`config.mk`:
```
export PLATFORM = sky130hd
export DESIGN_NAME = sms_stop_sel
export DESIGN_NICKNAME = d
export VERILOG_FILES = /design/src/hw/sms_pkg.sv /design/src/hw/sms_stop_sel.sv
export VERILOG_INCLUDE_DIRS = /design/src /design/src/hw
export SDC_FILE = /design/constraint.sdc
export NUM_CORES = 1
export LEC_CHECK = 0
export BUFFER_PORTS_ARGS = -buffer_cell sky130_fd_sc_hd__buf_2
export CORE_MARGIN = 2
export CORE_UTILIZATION = 42
export DETAILED_ROUTE_END_ITERATION = 6
export PLACE_DENSITY = 0.76
export SLEW_MARGIN = 20
export SYNTH_ARGS = -nofsm -noshare
export SYNTH_HDL_FRONTEND = slang
export SYNTH_SLANG_ARGS = --single-unit
export TNS_END_PERCENT = 30
```
`constraint.sdc`:
```
create_clock -name clk -period 1.9 [get_ports clk]
set_clock_uncertainty 0.05 [all_clocks]
set_input_delay 0.285 -clock clk [delete_from_list [all_inputs] [get_ports clk]]
set_output_delay 0.285 -clock clk [all_outputs]
set_load 0.005 [all_outputs]
```
`src/hw/sms_defines.svh`:
```
// register offsets, field positions, reset values and codes for the stop mode selector
// assumes word-aligned avalon-mm byte addresses
`ifndef SMS_DEFINES_SVH
`define SMS_DEFINES_SVH
`define SMS_ADDR_W 4
`define SMS_OFF_CFG 4'h0
`define SMS_OFF_STATUS 4'h4
`define SMS_OFF_ACTIVE 4'h8
`define SMS_CFG_UV_BIT 0
`define SMS_CFG_LIM_LO 4
`define SMS_CFG_LIM_HI 5
`define SMS_CFG_PWR_LO 8
`define SMS_CFG_PWR_HI 11
`define SMS_LIM_RST 2'h0
`define SMS_PWR_RST 4'h0
`define SMS_UV_RST 1'h1
`define SMS_LIM_MAX 2'h2
`define SMS_PWR_MAX 4'h9
`define SMS_LIM_DB 2'h0
`define SMS_LIM_FREE 2'h1
`define SMS_LIM_ESTOP 2'h2
`define SMS_PWR_ESTOP_LO 4'h8
`define SMS_PWR_HOLD_BIT 2
`define SMS_PWR_FREE_BIT 1
`define SMS_PWR_DECEL_BIT 0
`define SMS_PWR_ESTOP9 4'h9
`define SMS_ALARM_UV 8'h0d
`define SMS_ALARM_NONE 8'h00
`endif

```
`src/hw/sms_pkg.sv`:
```
// types for the stop mode selector
// assumes sms_defines.svh is on the include path
package sms_pkg;
	typedef enum logic [1:0] {
		SMS_RUN = 2'b00,
		SMS_DECEL = 2'b01,
		SMS_STOPPED = 2'b10
	} sms_state_t;
	typedef struct packed {
		logic dyn_brake;
		logic fwd_torque_off;
		logic rev_torque_off;
		logic torque_off;
		logic estop;
		logic dev_clear;
		logic dev_hold;
	} sms_ctl_t;
endpackage : sms_pkg

```
`src/hw/sms_stop_sel.sv`:
```
// stop mode selector for drive-prohibit inputs and main power loss
// assumes synchronous inputs, avalon-mm master honouring waitrequest
`include "sms_defines.svh"
`timescale 1ns/10ps
`default_nettype none
module sms_stop_sel (
	// clock and reset
	input wire logic clk,
	input wire logic rst,
	// avalon-mm slave
	input wire logic [`SMS_ADDR_W-1:0] avs_address,
	input wire logic avs_read,
	input wire logic avs_write,
	input wire logic [31:0] avs_writedata,
	output logic [31:0] avs_readdata,
	output logic avs_waitrequest,
	// drive inputs
	input wire logic fwd_limit_in,
	input wire logic rev_limit_in,
	input wire logic main_power_lost,
	input wire logic motor_stopped,
	input wire logic power_cycle,
	// stop controls
	output var sms_pkg::sms_ctl_t ctl,
	output logic [7:0] alarm_code
);

////////////////////////////////////////////////////////////////////////////////
// registers

logic uv_alarm_select;
logic [1:0] limit_stop_select;
logic [1:0] limit_stop_pending;
logic [3:0] power_off_stop_select;
wire ack = ~avs_waitrequest;
sms_pkg::sms_state_t state;
sms_pkg::sms_state_t next_state;
sms_pkg::sms_ctl_t next_ctl;
logic [7:0] next_alarm;

////////////////////////////////////////////////////////////////////////////////
// bus decode

wire req = avs_read | avs_write;
wire wr_cfg = avs_write & ack & (avs_address == `SMS_OFF_CFG);
wire [1:0] wr_lim = avs_writedata[`SMS_CFG_LIM_HI:`SMS_CFG_LIM_LO];
wire [3:0] wr_pwr = avs_writedata[`SMS_CFG_PWR_HI:`SMS_CFG_PWR_LO];
wire lim_ok = wr_lim <= `SMS_LIM_MAX;
wire pwr_ok = wr_pwr <= `SMS_PWR_MAX;
wire [31:0] cfg_word = {20'h0_0000, power_off_stop_select, 2'h0, limit_stop_select,
	3'h0, uv_alarm_select};
wire [31:0] status_word = {24'h00_0000, alarm_code};
wire [31:0] active_word = {23'h00_0000, limit_stop_pending, 4'h0, state, ctl.estop};
wire [31:0] rd_word = (avs_address == `SMS_OFF_CFG) ? cfg_word :
	(avs_address == `SMS_OFF_STATUS) ? status_word :
	(avs_address == `SMS_OFF_ACTIVE) ? active_word : 32'h0000_0000;

always_ff @(posedge clk) begin
	if (rst) begin
		avs_waitrequest <= 1'b1;
		avs_readdata <= 32'h0000_0000;
	end else begin
		avs_waitrequest <= ~(req & avs_waitrequest);
		if (avs_read & avs_waitrequest) begin
			avs_readdata <= rd_word;
		end
	end
end

////////////////////////////////////////////////////////////////////////////////
// settings

always_ff @(posedge clk) begin
	if (rst) begin
		uv_alarm_select <= `SMS_UV_RST;
		limit_stop_select <= `SMS_LIM_RST;
		limit_stop_pending <= `SMS_LIM_RST;
		power_off_stop_select <= `SMS_PWR_RST;
	end else begin
		if (wr_cfg) begin
			uv_alarm_select <= avs_writedata[`SMS_CFG_UV_BIT];
			if (lim_ok) begin
				limit_stop_pending <= wr_lim;
			end
			if (pwr_ok) begin
				power_off_stop_select <= wr_pwr;
			end
		end
		if (power_cycle) begin
			limit_stop_select <= limit_stop_pending;
		end
	end
end

////////////////////////////////////////////////////////////////////////////////
// stop decoding

wire fwd_hit = fwd_limit_in;
wire rev_hit = rev_limit_in;
wire limit_hit = fwd_hit | rev_hit;
wire pwr_stop = main_power_lost & ~uv_alarm_select;
wire uv_alarm = main_power_lost & uv_alarm_select;
wire pwr_estop = power_off_stop_select >= `SMS_PWR_ESTOP_LO;
wire pwr_decel_db = ~pwr_estop & ~power_off_stop_select[`SMS_PWR_DECEL_BIT];
wire pwr_after_free = pwr_estop ? (power_off_stop_select == `SMS_PWR_ESTOP9) :
	power_off_stop_select[`SMS_PWR_FREE_BIT];
wire pwr_hold = ~pwr_estop & power_off_stop_select[`SMS_PWR_HOLD_BIT];
wire lim_db = limit_stop_select == `SMS_LIM_DB;
wire lim_free = limit_stop_select == `SMS_LIM_FREE;
wire lim_estop = limit_stop_select == `SMS_LIM_ESTOP;

always_comb begin
	next_state = state;
	case (state)
		sms_pkg::SMS_RUN: begin
			if (pwr_stop) begin
				next_state = sms_pkg::SMS_DECEL;
			end
		end
		sms_pkg::SMS_DECEL: begin
			if (!pwr_stop) begin
				next_state = sms_pkg::SMS_RUN;
			end else if (motor_stopped) begin
				next_state = sms_pkg::SMS_STOPPED;
			end
		end
		sms_pkg::SMS_STOPPED: begin
			if (!pwr_stop) begin
				next_state = sms_pkg::SMS_RUN;
			end
		end
		default: begin
			next_state = sms_pkg::SMS_RUN;
		end
	endcase
end

always_comb begin
	next_ctl = '0;
	next_alarm = uv_alarm ? `SMS_ALARM_UV : `SMS_ALARM_NONE;
	next_ctl.fwd_torque_off = fwd_hit;
	next_ctl.rev_torque_off = rev_hit;
	if (limit_hit) begin
		next_ctl.dyn_brake = lim_db;
		next_ctl.torque_off = lim_free;
		next_ctl.estop = lim_estop;
	end
	case (next_state)
		sms_pkg::SMS_DECEL: begin
			next_ctl.estop = pwr_estop;
			next_ctl.dyn_brake = pwr_decel_db;
			next_ctl.torque_off = ~pwr_estop & ~pwr_decel_db;
			next_ctl.dev_clear = ~pwr_hold;
			next_ctl.dev_hold = pwr_hold;
		end
		sms_pkg::SMS_STOPPED: begin
			next_ctl.estop = 1'b0;
			next_ctl.dyn_brake = ~pwr_after_free;
			next_ctl.torque_off = pwr_after_free;
			next_ctl.dev_clear = ~pwr_hold;
			next_ctl.dev_hold = pwr_hold;
		end
		default: begin
			next_ctl.dev_clear = 1'b0;
		end
	endcase
end

always_ff @(posedge clk) begin
	if (rst) begin
		state <= sms_pkg::SMS_RUN;
		ctl <= '0;
		alarm_code <= `SMS_ALARM_NONE;
	end else begin
		state <= next_state;
		ctl <= next_ctl;
		alarm_code <= next_alarm;
	end
end

endmodule : sms_stop_sel
`default_nettype wire

```
# Word level (Yosys, flattened, before mapping)
# Index checks and enable logic that the tools add are counted.
# W data, S select, Z words.
classes:
  mux: 14
  eq_ne: 9
  order_cmp: 3
  bitwise_logic: 20
  reduce_logical: 7
ops:
  columns: ["op", "n"]
  rows:
  - ["$mux W9", 2]
  - ["$mux W12", 1]
  - ["$mux W2", 5]
  - ["$and A1 B1 Y1", 9]
  - ["$not A1 Y1", 9]
  - ["$eq A4 B4 Y1 const B", 2]
  - ["$eq A2 B1 Y1 const B", 3]
  - ["$eq A2 B2 Y1 const B", 3]
  - ["$pmux W2 S3", 1]
  - ["$eq A4 B3 Y1 const B", 1]
  - ["$ge A4 B4 Y1 const B", 1]
  - ["$le A4 B4 Y1 const B", 1]
  - ["$logic_not A2 Y1", 2]
  - ["$logic_not A4 Y1", 1]
  - ["$mux W4", 1]
  - ["$pmux W2 S2", 1]
  - ["$reduce_and A2 Y1", 2]
  - ["$reduce_or A2 Y1", 2]
  - ["$le A2 B2 Y1 const B", 1]
  - ["$mux W1", 2]
  - ["$or A1 B1 Y1", 2]
  - ["$pmux W1 S2", 1]
word_totals:
  output_inout_bits: 48
  in_bits: 45
  register_bits: 59
  wordCells: 68

# Depth between registers and ports, before layout
depth:
  word_depth: 8
  mapped_depth: 9
  mapped_depth_nobuf: 9

# Least setup slack after synthesis
# OpenSTA, ideal clock, no wires.
synth_path:
  kind: "register to register"
  startpoint: "reg uv_alarm_select"
  endpoint: "reg ctl[6] in the netlist's numbering"
  synth_period_minus_slack_ns: 1.517
  stages_incl_launch_ff: 7
  slack_ns: 0.383
  arrival_time_ns: 1.408
  setup_ns: 0.059
  required_time_ns: 1.791
  path_buffers: 0
  path_cell_list: "dfxtp_1 > nand2b_1 > nand2b_1 > inv_1 > ha_1 > nor4b_1 > a22o_1"
synth_via:
  elab_chain_cells: 6
  elab_cells_between_ends: 9
  classes_between: "eq/ne: 2; mux: 5; bitwise: 2"
synth_lines:
  columns: ["item", "line", "source"]
  rows:
  - ["start: declaration", "sms_stop_sel.sv:31", "logic uv_alarm_select;"]
  - ["start signal: assignment", "sms_stop_sel.sv:75", "uv_alarm_select <= `SMS_UV_RST;"]
  - ["start signal: assignment", "sms_stop_sel.sv:81", "uv_alarm_select <= avs_writedata[`SMS_CFG_UV_BIT];"]
  - ["$not A1 Y1 *", "sms_stop_sel.sv:101", "wire pwr_stop = main_power_lost & ~uv_alarm_select;"]
  - ["$and A1 B1 Y1 *", "sms_stop_sel.sv:101", null]
  - ["$mux W2 (on tied branches)", "sms_stop_sel.sv:128, sms_stop_sel.sv:116, sms_stop_sel.sv:121", null]
  - ["$pmux W2 S3 *", "sms_stop_sel.sv:114", "case (state)"]
  - ["net next_state[1]", "sms_stop_sel.sv:37", "sms_pkg::sms_state_t next_state;"]
  - ["$eq A2 B2 Y1 or $eq A2 B1 Y1 (tied branches)", "sms_stop_sel.sv:148", "case (next_state)"]
  - ["$pmux W1 S2 *", "sms_stop_sel.sv:148", null]
  - ["end signal: assignment", "sms_stop_sel.sv:176", "ctl <= next_ctl;"]
  - ["end: declaration", "sms_stop_sel.sv:24", "output var sms_pkg::sms_ctl_t ctl,"]
# Mark *: on every way through the listed nets, which the timed path passes. The rest lies on a longest branch.
# A chain may end at the register's enable or synchronous reset.

# Final worst setup path
# Ends and elaborated chain as after synthesis.

==> flow_summary.toml <==
[status]
status = "complete, no violations"

[yosys]
synth.most_common_cell = "dfxtp_1"
yosys-top-cells-area = "dfxtp_1, buf_4, nor2_1"
synth_seq_cells = 31
async_flop_share_pct = 0
syn_inst = 178
synth_top_area_cell = "dfxtp_1"
syn_area_mm2 = 0.001518
synth_edf_count = 0
yosysWarningCount = 0
synthFlopType = "dfxtp_1"
synth_cell_type_count = 35
syn_avg_cell_area_um2 = 8.526
synthDominantCellAreaShare_pct = 40.89
synthTopCellsByCount = "dfxtp_1, buf_4, nor2_1"
yosysSeqAreaShare_pct = 40.89

[clock_network]
cts_sinks = 31
cts_root_buf = "clkbuf_4"
htree_levels = 2
clkTransAtPathRegs_ns = 0.09
tritoncts.num_buffers = 5
cts_setup_buffers = 0
hold_buffers = 0
ctsResizeCount = 0
clk_latency_ns = 0.33
cts_tree = "built"
clock_path_buffers = 2

[worst_setup_path]
worstPathArrival_ns = 1.92
endpoint_kind = "flip-flop"
cp_max_fo = 5
r2r_cells = 6
cp-start-kind = "flip-flop"
criticalPathCategory = "reg2reg"
cp_data_required_time_ns = 2.13

[sta]
rsz0062_at_grt = "no"
setup_violations = 0
fin_crit_sh_pct = 89.14
whs_ns = 0.1341
hold_violations = 0
max_freq_mhz = 590.4
tns_ns = 0
drv_slew = 0
period_minus_slack_ns = 1.694

[hold_path]
hold_path_class = "in2reg"
whs_path_depth = 2

[floorplanning]
die_w_um = 64.12
die-area_mm2 = 0.004111
io_pins = 93
initial_core_util_pct = 44.43
die_h_um = 64.12
row_count = 21
core_mm2 = 0.003416

[placement]
gp_congestion = 0.8464
hpwlAfterDp_mm = 2.319
place_area_mm2 = 0.001655
io_buffers = 41

[global_route]
top_usage_layer = "met2"
grt_pass1_vias = 1062
met1_usage_pct = 20.24
grt_max_degree = 18
grtUsageMet2_pct = 23.83
grt_pass1_wl_mm = 4.899
antenna_found_initial = 0
use_met3_pct = 7.042
overflow = 0
grt_use_total_pct = 15.68

[route]
viasPerCell = 4.729
drc = 0
wl_per_cell_um = 11.50
detail-route-antenna-nets = 0
first_iter_violations = 28
routed_wl_mm = 3.060
via_count = 1258
firstDrtPassIters = 4

[final_layout]
fin_nets = 266
multiInputGateArea_um2 = 730.7
seq_area_um2 = 620.6
drive_gt1_share_pct = 26.36
fillerInstances = 336
n_antenna_cell = 0
syn2layout_area_growth_pct = 13.60
design_area_mm2 = 0.001724

[power_and_ir_drop]
p_leak_nw = 0.7909
ir_drop_uv = 325.8
pwr_density_cell_mw_per_mm2 = 695.1

[flow_run]
drv_cap = 0
logic make-up (layout without fill, tap and decap cells):
logic type                 after synthesis  after routing  share of synthesized area (%)
other                                    1             26                         0.2471
muxes                                    4              4                          2.638
DFF                                     31             31                          40.89
buffers and inverters                   41             58                          17.15
adders and majority gates                2              2                          1.649
AOI/OAI and AO/OA                       30             30                          12.61
and+or+nand+nor                         69             69                          24.81
cell type report:
cell class / count / share of cell area, %
Clock buffer: 8 / 3.991
Inverter: 7 / 1.524
Multi-Input combinational cell: 131 / 42.38
Sequential cell: 31 / 35.99
Tap cell: 46 / 3.338
Timing Repair Buffer: 43 / 12.77
layer usage:
metal	share of wire [%]	wire (µm)	vias up
met4	1.1	34	0
met1	44	1335	570
met5	0	0	-
met2	47	1452	43
li1	-	-	640
met3	7.7	237	5
through the flow:
| step | util, % | setup WS (ns) | power (mW) | std cells |
|---|---|---|---|---|
| 6_report | 50.48 | 0.2063 | 1.198 | 266 |
| 5_1_grt | 50.48 | 0.04292 | 1.254 | 266 |
| 4_1_cts | 50.48 | 0.1992 | 1.204 | 266 |
| 3_3_place_gp | 48.46 | 0.2156 | 0.7782 | 258 |
| 3_5_place_dp | 48.46 | 0.2118 | 0.7790 | 258 |
| 2_1_floorplan | - | 0.3834 | 0.7735 | 203 |
worst max-delay path, stage by stage, from the launching register on:
cell      delay, ns
dfxtp_1        0.38
nand2b_1       0.14
nand2b_1       0.16
inv_1          0.05
ha_1           0.34
nor4b_1        0.32
a22o_1         0.19
final timing paths:
kind,startpoint,to,slack (ns)
max,uv_alarm_select,ctl[6],0.21
max reg2reg,uv_alarm_select,ctl[6],0.21
min reg2reg,avs_readdata[10],avs_readdata[10],0.40
min,rev_limit_in,ctl[4],0.13
cells in the final DEF, fill, tap and decap left out, drive strengths merged, types with 7 or more instances in the layout:
cell,netlist,routed
buf,31,43
dfxtp,31,31
conb,1,26
nor2,18,18
nand2,13,13
nand3,11,11
a21oi,10,10
clkbuf,3,8
inv,7,7
a22oi,7,7
nor3,7,7
sequential cells by signal, summed over array words and instances, names as in the netlist:
name / cells
alarm_code: 1
avs_readdata: 11
avs_waitrequest: 1
ctl: 7
limit_stop_pending: 2
limit_stop_select: 2
power_off_stop_select: 4
state: 2
uv_alarm_select: 1
power breakdown:
part | switching [mW] | leakage (nW) | internal [mW]
Clock | 0.216 | 0.0386 | 0.217
Combinational | 0.0650 | 0.501 | 0.0374
Sequential | 0.00539 | 0.251 | 0.657
No activity file was read; power rests on OpenSTA's default activity.
